File: config.mk
export PLATFORM = sky130hd
export DESIGN_NAME = oc_diag_top
export DESIGN_NICKNAME = d
export VERILOG_FILES = /design/src/inc/oc_diag_pkg.sv /design/src/hdl/oc_channel.sv /design/src/hdl/oc_diag_top.sv
export VERILOG_INCLUDE_DIRS = /design/src /design/src/inc
export SDC_FILE = /design/constraint.sdc
export NUM_CORES = 1
export LEC_CHECK = 0
export ABC_AREA = 1
export BUFFER_PORTS_ARGS = -buffer_cell sky130_fd_sc_hd__buf_2
export CORE_MARGIN = 4
export CORE_UTILIZATION = 30
export DETAILED_ROUTE_END_ITERATION = 10
export PLACE_DENSITY_LB_ADDON = 0.08
export SETUP_SLACK_MARGIN = 0.2
export SYNTH_ARGS = -nofsm -noshare
export SYNTH_HDL_FRONTEND = slang
export SYNTH_SLANG_ARGS = --single-unit
File: constraint.sdc
create_clock -name CLK_SYS -period 15.1 [get_ports CLK_SYS]
set_input_delay 1.51 -clock CLK_SYS [delete_from_list [all_inputs] [get_ports CLK_SYS]]
set_output_delay 1.51 -clock CLK_SYS [all_outputs]
set_load 0.01 [all_outputs]
File: src/inc/oc_diag_map.svh
// Timing counts, codes and field values for the overcurrent diagnostic block
`ifndef OC_DIAG_MAP_SVH
`define OC_DIAG_MAP_SVH
`define CLK_MHZ 200
// Deglitch 0.6..1 us: 0.8 us chosen
`define DEGLITCH_NS 800
`define DEGLITCH_CYC (`DEGLITCH_NS * `CLK_MHZ / 1000)
// Detection filter 2..3 us: 2.5 us chosen
`define DETECT_NS 2500
`define DETECT_CYC (`DETECT_NS * `CLK_MHZ / 1000)
// Blanking typical times in ns per code
`define BLANK_NS_0 11100
`define BLANK_NS_1 15600
`define BLANK_NS_2 20000
`define BLANK_NS_3 31100
`define BLANK_NS_4 42200
`define BLANK_NS_5 53300
`define BLANK_NS_6 97800
`define BLANK_NS_7 142200
`define CODE_OC_PIN 3'h0
`define CODE_OC 3'h1
`define CODE_NO_FAIL 3'h4
`define CODE_NO_OC 3'h5
`define CODE_NO_DIAG 3'h7
`define GCC_1MA 2'h0
`define GCC_5MA 2'h1
`define GCC_20MA 2'h3
`endif

File: src/inc/oc_diag_pkg.sv
// Types shared by the overcurrent diagnostic block
package oc_diag_pkg;
   typedef struct packed {
      logic [5:0] threshold_code;
      logic [2:0] blanking_time_select;
      logic [1:0] gate_current_select;
      logic sense_method_select;
      logic reengage_policy_select;
      logic control_source_select;
      logic hbridge;
      logic peak_hold;
   } chan_cfg_t;
   typedef enum logic [1:0] {
      ST_OFF = 2'b00,
      ST_BLANK = 2'b01,
      ST_ON = 2'b10,
      ST_TRIP = 2'b11
   } chan_state_t;
endpackage : oc_diag_pkg

File: src/hdl/oc_channel.sv
// One channel of overcurrent protection and diagnostics
`timescale 1ns/1ps
`default_nettype none
`include "oc_diag_map.svh"
module oc_channel (
   input wire logic clk,
   input wire logic rst,
   input wire oc_diag_pkg::chan_cfg_t cfg,
   input wire logic boost_sel,
   input wire logic ctrl,
   input wire logic cmp,
   input wire logic diag_read,
   input wire logic offdiag_ok,
   output logic drive_on,
   output logic [1:0] gate_cur,
   output logic [2:0] code,
   output logic [5:0] thr
);
   localparam logic [15:0] DG = 16'(`DEGLITCH_CYC);
   localparam logic [15:0] DT = 16'(`DETECT_CYC);
   oc_diag_pkg::chan_state_t st_q, st_d;
   logic [15:0] bl_q, bl_d, fl_q, fl_d;
   logic [2:0] code_q, code_d;
   logic ctrl_q, read_seen_q, read_seen_d, boost_q, boost_d, once_q, once_d;
   logic flt_blank_q, flt_blank_d;
   logic [15:0] blank_cyc;
   logic rise, oc_now, need_read;
   always_comb begin
      unique case (cfg.blanking_time_select)
         3'h0: blank_cyc = 16'(`BLANK_NS_0 * `CLK_MHZ / 1000);
         3'h1: blank_cyc = 16'(`BLANK_NS_1 * `CLK_MHZ / 1000);
         3'h2: blank_cyc = 16'(`BLANK_NS_2 * `CLK_MHZ / 1000);
         3'h3: blank_cyc = 16'(`BLANK_NS_3 * `CLK_MHZ / 1000);
         3'h4: blank_cyc = 16'(`BLANK_NS_4 * `CLK_MHZ / 1000);
         3'h5: blank_cyc = 16'(`BLANK_NS_5 * `CLK_MHZ / 1000);
         3'h6: blank_cyc = 16'(`BLANK_NS_6 * `CLK_MHZ / 1000);
         default: blank_cyc = 16'(`BLANK_NS_7 * `CLK_MHZ / 1000);
      endcase
   end
   assign rise = ctrl & ~ctrl_q;
   assign need_read = cfg.hbridge | cfg.reengage_policy_select;
   always_comb begin
      st_d = st_q;
      bl_d = bl_q;
      fl_d = fl_q;
      flt_blank_d = flt_blank_q;
      code_d = code_q;
      read_seen_d = read_seen_q | diag_read;
      boost_d = boost_q & ~diag_read;
      once_d = once_q;
      oc_now = 1'b0;
      // Remember whether the crossing began inside blanking
      if (fl_q == 16'h0000) begin
         flt_blank_d = (st_q == oc_diag_pkg::ST_BLANK) & cmp;
      end
      // Comparator filters: deglitch then detection, restarted on drop
      if (st_q == oc_diag_pkg::ST_ON || st_q == oc_diag_pkg::ST_BLANK) begin
         if (!cmp) begin
            fl_d = 16'h0000;
         end else if (fl_q < DG + DT) begin
            fl_d = fl_q + 16'h0001;
         end
         oc_now = cmp && (fl_q == DG + DT - 16'h0001);
      end else begin
         fl_d = 16'h0000;
      end
      if (diag_read) begin
         code_d = `CODE_NO_DIAG;
      end
      unique case (st_q)
         oc_diag_pkg::ST_OFF: begin
            if (ctrl) begin
               st_d = oc_diag_pkg::ST_BLANK;
               bl_d = blank_cyc;
               once_d = offdiag_ok;
            end
         end
         oc_diag_pkg::ST_BLANK: begin
            // Sense method: shunt or drain-source both stop blanking on a crossing
            if (cmp || bl_q <= 16'h0001) begin
               st_d = oc_diag_pkg::ST_ON;
            end
            bl_d = bl_q - 16'h0001;
            if (!cmp && bl_q <= 16'h0001 && code_q[2]) begin
               code_d = once_q ? `CODE_NO_FAIL : `CODE_NO_OC;
            end
            if (!ctrl) begin
               st_d = oc_diag_pkg::ST_OFF;
            end
         end
         oc_diag_pkg::ST_ON: begin
            if (code_q == `CODE_NO_FAIL && once_q) begin
               once_d = 1'b0;
            end else if (code_q[2] && !cmp) begin
               code_d = `CODE_NO_OC;
            end
            if (!ctrl) begin
               st_d = oc_diag_pkg::ST_OFF;
            end
         end
         oc_diag_pkg::ST_TRIP: begin
            if (rise && (!need_read || read_seen_q)) begin
               st_d = oc_diag_pkg::ST_BLANK;
               bl_d = blank_cyc;
               once_d = 1'b0;
            end
         end
      endcase
      if (oc_now) begin
         st_d = oc_diag_pkg::ST_TRIP;
         read_seen_d = 1'b0;
         boost_d = 1'b1;
         // Peak and hold during shunt blanking reports pin failure
         code_d = (cfg.peak_hold && cfg.sense_method_select && flt_blank_q)
                  ? `CODE_OC_PIN : `CODE_OC;
      end
   end
   always_ff @(posedge clk or posedge rst) begin
      if (rst) begin
         st_q <= oc_diag_pkg::ST_OFF;
         bl_q <= 16'h0000;
         fl_q <= 16'h0000;
         code_q <= `CODE_NO_DIAG;
         ctrl_q <= 1'b0;
         read_seen_q <= 1'b0;
         boost_q <= 1'b0;
         once_q <= 1'b0;
         flt_blank_q <= 1'b0;
      end else begin
         st_q <= st_d;
         bl_q <= bl_d;
         fl_q <= fl_d;
         code_q <= code_d;
         ctrl_q <= ctrl;
         read_seen_q <= read_seen_d;
         boost_q <= boost_d;
         once_q <= once_d;
         flt_blank_q <= flt_blank_d;
      end
   end
   // Boosted shutdown current
   always_comb begin
      gate_cur = cfg.gate_current_select;
      if (boost_q && cfg.gate_current_select == `GCC_1MA) begin
         gate_cur = boost_sel ? `GCC_20MA : `GCC_5MA;
      end else if (boost_q && cfg.gate_current_select == `GCC_5MA) begin
         gate_cur = `GCC_20MA;
      end
   end
   assign drive_on = (st_q == oc_diag_pkg::ST_BLANK) || (st_q == oc_diag_pkg::ST_ON);
   assign code = code_q;
   assign thr = cfg.threshold_code;
endmodule : oc_channel
`default_nettype wire

File: src/hdl/oc_diag_top.sv
// Eight-channel ON-state overcurrent protection and diagnostics
`timescale 1ns/1ps
`default_nettype none
`include "oc_diag_map.svh"
//////////////////////////////////////////////////////////////////////
module oc_diag_top (
   // Clock and reset
   input wire logic CLK_SYS,
   input wire logic RST,
   // Configuration, per channel and shared by all channels
   input wire oc_diag_pkg::chan_cfg_t [7:0] CHAN_CFG,
   input wire logic SHUTDOWN_CURRENT_BOOST_SELECT,
   input wire logic [7:0] SERIAL_CHANNEL_ON_BIT,
   input wire logic DIAG_READ,
   input wire logic [7:0] OFFDIAG_CLEAN,
   // Pins
   input wire logic [7:0] CHANNEL_CONTROL_PIN,
   input wire logic [7:0] COMPARATOR_OUT,
   // Outputs
   output logic [7:0] GATE_ON,
   output logic [15:0] GATE_CURRENT,
   output logic [23:0] CHANNEL_FAULT_CODE,
   output logic [47:0] THRESHOLD_REF
);
   logic [7:0] pin_s1_q, pin_s2_q, cmp_s1_q, cmp_s2_q;
   logic [7:0] on_w;
   logic [15:0] cur_w;
   logic [23:0] code_w;
   logic [47:0] thr_w;
   always_ff @(posedge CLK_SYS or posedge RST) begin
      if (RST) begin
         pin_s1_q <= 8'h00;
         pin_s2_q <= 8'h00;
         cmp_s1_q <= 8'h00;
         cmp_s2_q <= 8'h00;
      end else begin
         pin_s1_q <= CHANNEL_CONTROL_PIN;
         pin_s2_q <= pin_s1_q;
         cmp_s1_q <= COMPARATOR_OUT;
         cmp_s2_q <= cmp_s1_q;
      end
   end
   //////////////////////////////////////////////////////////////////////
   genvar i;
   generate
      for (i = 0; i < 8; i++) begin : g_ch
         oc_channel u_ch (
            .clk(CLK_SYS),
            .rst(RST),
            .cfg(CHAN_CFG[i]),
            .boost_sel(SHUTDOWN_CURRENT_BOOST_SELECT),
            // Control source choice
            .ctrl(CHAN_CFG[i].control_source_select ? SERIAL_CHANNEL_ON_BIT[i] : pin_s2_q[i]),
            .cmp(cmp_s2_q[i]),
            .diag_read(DIAG_READ),
            .offdiag_ok(OFFDIAG_CLEAN[i]),
            .drive_on(on_w[i]),
            .gate_cur(cur_w[2*i +: 2]),
            .code(code_w[3*i +: 3]),
            .thr(thr_w[6*i +: 6])
         );
      end
   endgenerate
   always_ff @(posedge CLK_SYS or posedge RST) begin
      if (RST) begin
         GATE_ON <= 8'h00;
         GATE_CURRENT <= 16'h0000;
         CHANNEL_FAULT_CODE <= 24'hffffff;
         THRESHOLD_REF <= 48'h000000000000;
      end else begin
         GATE_ON <= on_w;
         GATE_CURRENT <= cur_w;
         CHANNEL_FAULT_CODE <= code_w;
         THRESHOLD_REF <= thr_w;
      end
   end
endmodule : oc_diag_top
`default_nettype wire

==> impl_metrics.py, run 1 <==
metrics = {
    "routing": {
        "wl_met1_um": 28910,
        "via_per_inst": 4.705,
        "drtPass1Iterations": 5,
        "final_antenna_net_count": 0,
        "highest_layer": "met5",
        "wl_um": 63150,
        "wl_met3_um": 3739,
        "vias": 20731,
        "dr_wl_met2_um": 28950,
        "drt_iter0_drc": 1100,
        "drc": 0,
        "wire_per_inst_um": 14.33,
    },
    "worst_hold_path": {
        "worstHoldPathType": "register to register",
        "hold_depth": 0,
    },
    "cells_and_area": {
        "drive_gt1_share_pct": 14.87,
        "final_core_util_pct": 35.77,
        "syn2layout_area_growth_pct": 17.46,
        "nNetsFinal": 3536,
        "fillers": 8224,
    },
    "synth": {
        "yosysSeqAreaShare_pct": 48.19,
        "syn_nets": 3275,
        "synth_seq_cells": 464,
        "synth_top_cell_by_area": "dfrtp_1",
        "async_flop_share_pct": 100.0,
        "syn_area_sq_um": 24220,
        "syn_avg_cell_area_sq_um": 7.948,
        "netlist_top_cells_area": "dfrtp_1 43%, nand2_1 8.3%, nor2_1 7.5%, inv_1 6.3%, dfstp_2 5.2%",
        "synth_cells": 3047,
        "synth_edf_count": 0,
        "yosys_warnings": 0,
        "synth_top_area_share_pct": 42.99,
        "ys.flop_type": "dfrtp_1",
        "synthDistinctLibCells": 59,
    },
    "setup_path": {
        "path_class": "primary input to async pin",
        "crit_path_frequent_cell": "buf_4",
        "start_kind": "primary input",
        "worstPathCellList": "buf_2, inv_8, buf_4, buf_4",
        "end_kind": "async pin",
        "cp.arrival_ps": 3890,
        "max_stage_delay_ps": 790,
        "cp_data_required_time_ps": 15720,
        "critPathMaxFanout": 125,
        "cpMaxStageDelayCell": "buf_4",
        "worstRegToRegCells": 9,
    },
    "clock_tree": {
        "cts-htree-levels": 2,
        "clock-sinks": 464,
        "post_cts_resize_count": 0,
        "cts_tree": "done",
        "cts-root-buf": "clkbuf_16",
        "clk_latency_ps": 610,
        "cts_buffer_depth": 3,
        "ctsHoldBuffers": 0,
        "clk_pin_slew_ps": 60,
        "cts_made_buffers": 57,
        "post_cts_buffers": 0,
    },
    "status": {
        "outcome": "finished, final reports clean",
    },
    "die": {
        "ios": 260,
        "initial_core_util_pct": 30.46,
        "die_x_um": 292.1,
        "die_h_um": 292.1,
        "core_sq_um": 79520,
        "die_area_sq_um": 85330,
        "rows": 103,
    },
    "sta": {
        "fin_hold_ws_ps": 344.4,
        "fmax_ghz": 0.3052,
        "tightest_slew_ps": 935.2,
        "setup_viol": 0,
        "hold_viol_final": 0,
        "post-route-period-util_pct": 21.70,
        "period_needed_ps": 3277,
        "tns_ps": 0,
        "finClkSkew_ps": 14.23,
        "rsz0062_at_grt": "no",
        "slew_violations": 0,
        "timing.slew.headroom_pct": 37.65,
        "fin_ws_ps": 11820,
    },
    "global_route": {
        "grt_use_total_pct": 14.54,
        "grt_pass1_wl_um": 104800,
        "grt_start_max_net_pins": 156,
        "grt_overflow": 0,
        "grt_pass1_vias": 20578,
        "antenna_found_initial": 3,
    },
    "job": {
        "drv_cap": 0,
    },
    "power": {
        "p_leak_uw": 0.01329,
        "max-vdd-ir-drop_mv": 0.1050,
        "power_density_nw_per_um2": 185.9,
    },
    "place": {
        "dp_hpwl_um": 44910,
        "port_buffers": 259,
        "dp_slack_ps": 10960,
        "gp_congestion": 0.8108,
    },
}
==> cells in the final DEF (no fill, tap or decap), types with 23 or more instances in the layout <==
master,instances
nand2_1,537
nor2_1,487
dfrtp_1,416
inv_1,403
buf_2,259
nand3_1,220
o21ai_0,195
a21oi_1,172
ha_1,64
clkbuf_16,57
nand4_1,53
nor3_1,49
dfstp_2,48
a31oi_1,37
nor2_2,32
xor2_1,31
o21bai_1,28
o211ai_1,23
==> critical path, delay by kind of cell <==
kind	cells	cell delay (ps)
buffers and inverters	4	2290
==> routing by layer <==
| layer | up-vias | track usage, % |
|---|---|---|
| met4 | 4 | 4.347 |
| met5 | - | 0 |
| met1 | 9728 | 19.47 |
| met3 | 88 | 3.202 |
| li1 | 10460 | - |
| met2 | 451 | 23.64 |
==> flip-flops by register name (all words and copies together), names as in the netlist, 16 cells and up <==
| register | cells |
|---|---|
| CHANNEL_FAULT_CODE | 24 |
| GATE_CURRENT | 16 |
| THRESHOLD_REF | 48 |
| g_ch.u_ch.bl_q | 128 |
| g_ch.u_ch.code | 24 |
| g_ch.u_ch.fl_q | 128 |
| g_ch.u_ch.st_q | 16 |
==> kinds of logic after synthesis <==
logic type,count (synthesis),synth area share [%]
buffers and inverters,477,7.900
adders and majority gates,64,3.307
xor gates and xnor gates,53,1.917
AOI/OAI and AO/OA,529,12.39
DFF,464,48.19
and+or+nand+nor,1460,26.29
==> stage by stage <==
stage                     power [uW]  cell area (sq um)  instances
final                           5288              28450       4406
after global routing            5760              28440       4405
after CTS                       5376              28440       4405
after detailed placement        3932              26540       4299
after global placement          3913              26540       4299
after floorplan                 3388              24220       3047
==> synth_stat cells (37+ instances only) <==
cell / instances
ha_1: 64
nor3_1: 49
nor2_1: 487
a31oi_1: 37
o21ai_0: 195
dfrtp_1: 416
nand2_1: 537
nand4_1: 53
nand3_1: 220
inv_1: 404
a21oi_1: 172
dfstp_2: 48
==> worst paths after layout <==
path	from	to	slack (ps)
min reg2reg	pin_s1_q[5]	pin_s2_q[5]	340
max reg2reg	g_ch[3].u_ch.st_q[1]	g_ch[3].u_ch.st_q[0]	12560
max	RST	g_ch[4].u_ch.fl_q[10]	11820
min	pin_s1_q[5]	pin_s2_q[5]	340
min in group asynchronous	RST	g_ch[7].u_ch.bl_q[6]	1140
max in group CLK_SYS	CHANNEL_FAULT_CODE[0]	CHANNEL_FAULT_CODE[0]	12330
==> report_power, final <==
group / switching, uW / leakage (uW) / internal (uW)
sequential: 256 / 0.00573 / 1620
clock: 553 / 0.000928 / 841
combinational: 1340 / 0.00663 / 682
==> final cells by class <==
cell class	instances	area, sq um	share of cell area, %
clock inverter	18	245.2	0.8621
clock buffer	88	1663	5.846
multi-input combinational	2106	10630	37.38
antenna	1	2.502	0.008797
timing repair buffer	264	1346	4.733
sequential	464	11670	41.03
inverter	415	1572	5.525
tap	1050	1314	4.618
(Power assumes the default switching activity.)
==> run 2, diff against run 1 <==
--- a/config.mk
+++ b/config.mk
@@ -6,7 +6,7 @@
 export SDC_FILE = /design/constraint.sdc
 export NUM_CORES = 1
 export LEC_CHECK = 0
-export ABC_AREA = 1
+export ABC_AREA = 0
 export BUFFER_PORTS_ARGS = -buffer_cell sky130_fd_sc_hd__buf_2
 export CORE_MARGIN = 4
 export CORE_UTILIZATION = 30
==> constraint.sdc (replaced) <==
create_clock -name CLK_SYS -period 3.2 [get_ports CLK_SYS]
set_input_delay 0.32 -clock CLK_SYS [delete_from_list [all_inputs] [get_ports CLK_SYS]]
set_output_delay 0.32 -clock CLK_SYS [all_outputs]
set_load 0.01 [all_outputs]
==> run 2 against run 1 <==
  * Sequential share of layout area shrank 1.6 points
  * Sequential power grew to 4.8 times the previous value
  * Area after synthesis shrank 0.70%
  * Sequential cell count did not move
  * Register-to-register slack worse by 12000 ps
  * Critical path type is now register to register
  * Worst setup slack worse by 11000 ps
  * Critical path depth rose by 2
  * Largest cell class unchanged
  * Cell area increased by 4.0%
  * Combinational power increased to 4.3 times the previous value
==> impl_metrics.py, run 2 <==
metrics = {
    "status": {
        "outcome": "finished, final reports clean",
    },
    "global_route": {
        "grt_pass1_vias": 20846,
        "grt_use_total_pct": 15.52,
        "grt_overflow": 0,
        "grt_pass1_wl_um": 111200,
        "antenna_found_initial": 6,
        "grt_start_max_net_pins": 86,
    },
    "clock_tree": {
        "cts_made_buffers": 57,
        "cts_tree": "done",
        "cts-root-buf": "clkbuf_16",
        "clk_latency_ps": 610,
        "cts-htree-levels": 2,
        "post_cts_buffers": 0,
        "clock-sinks": 464,
        "post_cts_resize_count": 0,
        "cts_buffer_depth": 3,
        "clk_pin_slew_ps": 60,
    },
    "synth": {
        "syn_area_sq_um": 24050,
        "synth.most_common_cell": "dfrtp_1",
        "synth_edf_count": 0,
        "syn_nets": 2769,
        "synthDistinctLibCells": 90,
        "async_flop_share_pct": 100.0,
        "syn_avg_cell_area_sq_um": 9.464,
        "ys.flop_type": "dfrtp_1",
        "netlist_top_cells_area": "dfrtp_1 43%, dfstp_2 5.2%, o21ai_0 4.2%, a21oi_1 3.7%, ha_1 3.3%",
        "synth_seq_cells": 464,
        "synth_top_area_share_pct": 43.29,
        "synth_common_cells": "416 x dfrtp_1, 204 x o21ai_0, 181 x nor2_1, 178 x a21oi_1, 177 x nand2_1",
        "yosysSeqAreaShare_pct": 48.53,
        "synth_top_cell_by_area": "dfrtp_1",
        "yosys_warnings": 0,
        "synth_cells": 2541,
    },
    "cells_and_area": {
        "fillers": 7965,
        "syn2layout_area_growth_pct": 22.99,
        "final_common_cell": "dfrtp_1",
        "drive_gt1_share_pct": 17.33,
        "final_core_util_pct": 37.32,
        "ff_latch_area_sq_um": 11670,
        "final_cell_mix": "416 x dfrtp_1, 259 x buf_2, 204 x o21ai_0",
        "nNetsFinal": 3082,
        "multi_input_area_sq_um": 11370,
        "reg.largest.list": "g_ch.u_ch.bl_q: 128 flops, g_ch.u_ch.fl_q: 128 flops, THRESHOLD_REF: 48 flops",
    },
    "job": {
        "drv_cap": 0,
    },
    "place": {
        "port_buffers": 259,
        "dp_hpwl_um": 46230,
        "gp_congestion": 0.7835,
    },
    "setup_path": {
        "cp.arrival_ps": 2890,
        "cpMaxStageDelayCell": "or4_1",
        "worstPathCellList": "inv_1, ha_1, inv_1, or4_1, o221a_1, a31oi_1",
        "start_kind": "register",
        "end_kind": "register",
        "cp_data_required_time_ps": 3720,
        "path_class": "register to register",
        "critPathMaxFanout": 14,
        "crit_path_frequent_cell": "inv_1",
        "max_stage_delay_ps": 690,
    },
    "die": {
        "initial_core_util_pct": 30.34,
        "die_x_um": 291.1,
        "die_area_sq_um": 84750,
        "die_h_um": 291.1,
        "core_sq_um": 79260,
        "ios": 260,
        "rows": 103,
    },
    "routing": {
        "drtPass1Iterations": 5,
        "via_per_inst": 5.212,
        "drc": 0,
        "wl_um": 67200,
        "vias": 20607,
        "wire_per_inst_um": 16.99,
        "final_antenna_net_count": 0,
        "drt_iter0_drc": 1168,
    },
    "sta": {
        "fin_hold_ws_ps": 78.15,
        "timing.slew.headroom_pct": 40.61,
        "rsz0062_at_grt": "no",
        "fmax_ghz": 0.4218,
        "post-route-period-util_pct": 74.09,
        "period_needed_ps": 2371,
        "tns_ps": 0,
        "tightest_slew_ps": 889.0,
        "slew_violations": 0,
        "setup_viol": 0,
        "finClkSkew_ps": 12.10,
        "hold_viol_final": 0,
    },
    "power": {
        "p_leak_uw": 0.01289,
        "power_density_nw_per_um2": 834.2,
        "max-vdd-ir-drop_mv": 0.5098,
        "p_total_uw": 24670,
    },
    "worst_hold_path": {
        "worstHoldPathType": "primary input to register",
    },
}
==> run 2: cell type report <==
type                       count  area share, %
antenna                        2        0.01692
clock buffer                  74          5.411
clock inverter                33          1.641
inverter                     127          1.624
multi-input combinational   1808          38.43
sequential                   464          39.46
tap                         1050          4.442
timing repair buffer         396          8.977
==> run 2: kinds of logic (layout without fill, tap and decap cells) <==
logic type,count (synthesis),after routing,share of synthesized area (%)
flops,464,464,48.53
compound gates,815,815,22.33
other cells,0,2,0
mux,29,29,1.249
fa+ha+maj,64,64,3.330
buf+inv,269,630,4.220
simple gates,885,885,19.80
xor+xnor,15,15,0.5463
==> run 2: worst paths after layout <==
path / depth (start not counted) / endpoint / slack (ps) / start
max: 6 / g_ch[2].u_ch.st_q[0] / 830 / g_ch[2].u_ch.st_q[0]
min reg2reg: 0 / pin_s2_q[5] / 350 / pin_s1_q[5]
min: 4 / g_ch[1].u_ch.code[0] / 80 / CHAN_CFG[20]
max reg2reg: 6 / g_ch[2].u_ch.st_q[0] / 830 / g_ch[2].u_ch.st_q[0]
min in group asynchronous: 3 / g_ch[7].u_ch.fl_q[4] / 400 / RST
max in group asynchronous: 4 / g_ch[4].u_ch.st_q[1] / 1810 / RST
==> run 2: report_power, final <==
part	internal [uW]	total [uW]	leakage (uW)	switching [uW]
clock network	4420	7130	0.000999	2710
logic	3460	8630	0.00618	5170
registers	7530	8910	0.00571	1380
==> run 2: worst max-delay path, delay by kind of cell, from the launching register on <==
kind	cells	cell delay, ps
AO/OA/AOI/OAI	2	450
AND/OR/NAND/NOR	1	690
buffers and inverters	2	240
flip-flops	1	380
adder cells (fa/ha/maj)	1	530
==> run 2: layer usage <==
layer | wire length (um) | track usage [%] | up-vias
li1 | - | - | 10014
met1 | 30920 | 20.98 | 10124
met2 | 31900 | 25.71 | 373
met3 | 2690 | 2.472 | 96
met4 | 1685 | 4.548 | 0
met5 | 0 | 0 | -
==> run 2: what timing repair did <==
item                       CTS  global route
hold buffers                97             0
setup endpoints to repair    0             0
hold endpoints to repair    99             0
==> run 2: per-stage QoR <==
stage          instances  cell area (sq um)  worst slack, ps
6_report            3954              29580            829.1
4_1_cts             3952              29570            808.1
3_3_place_gp        3748              26520            762.6
3_5_place_dp        3748              26520            738.3
2_1_floorplan       2541              24050            -3362
5_1_grt             3952              29570            567.0
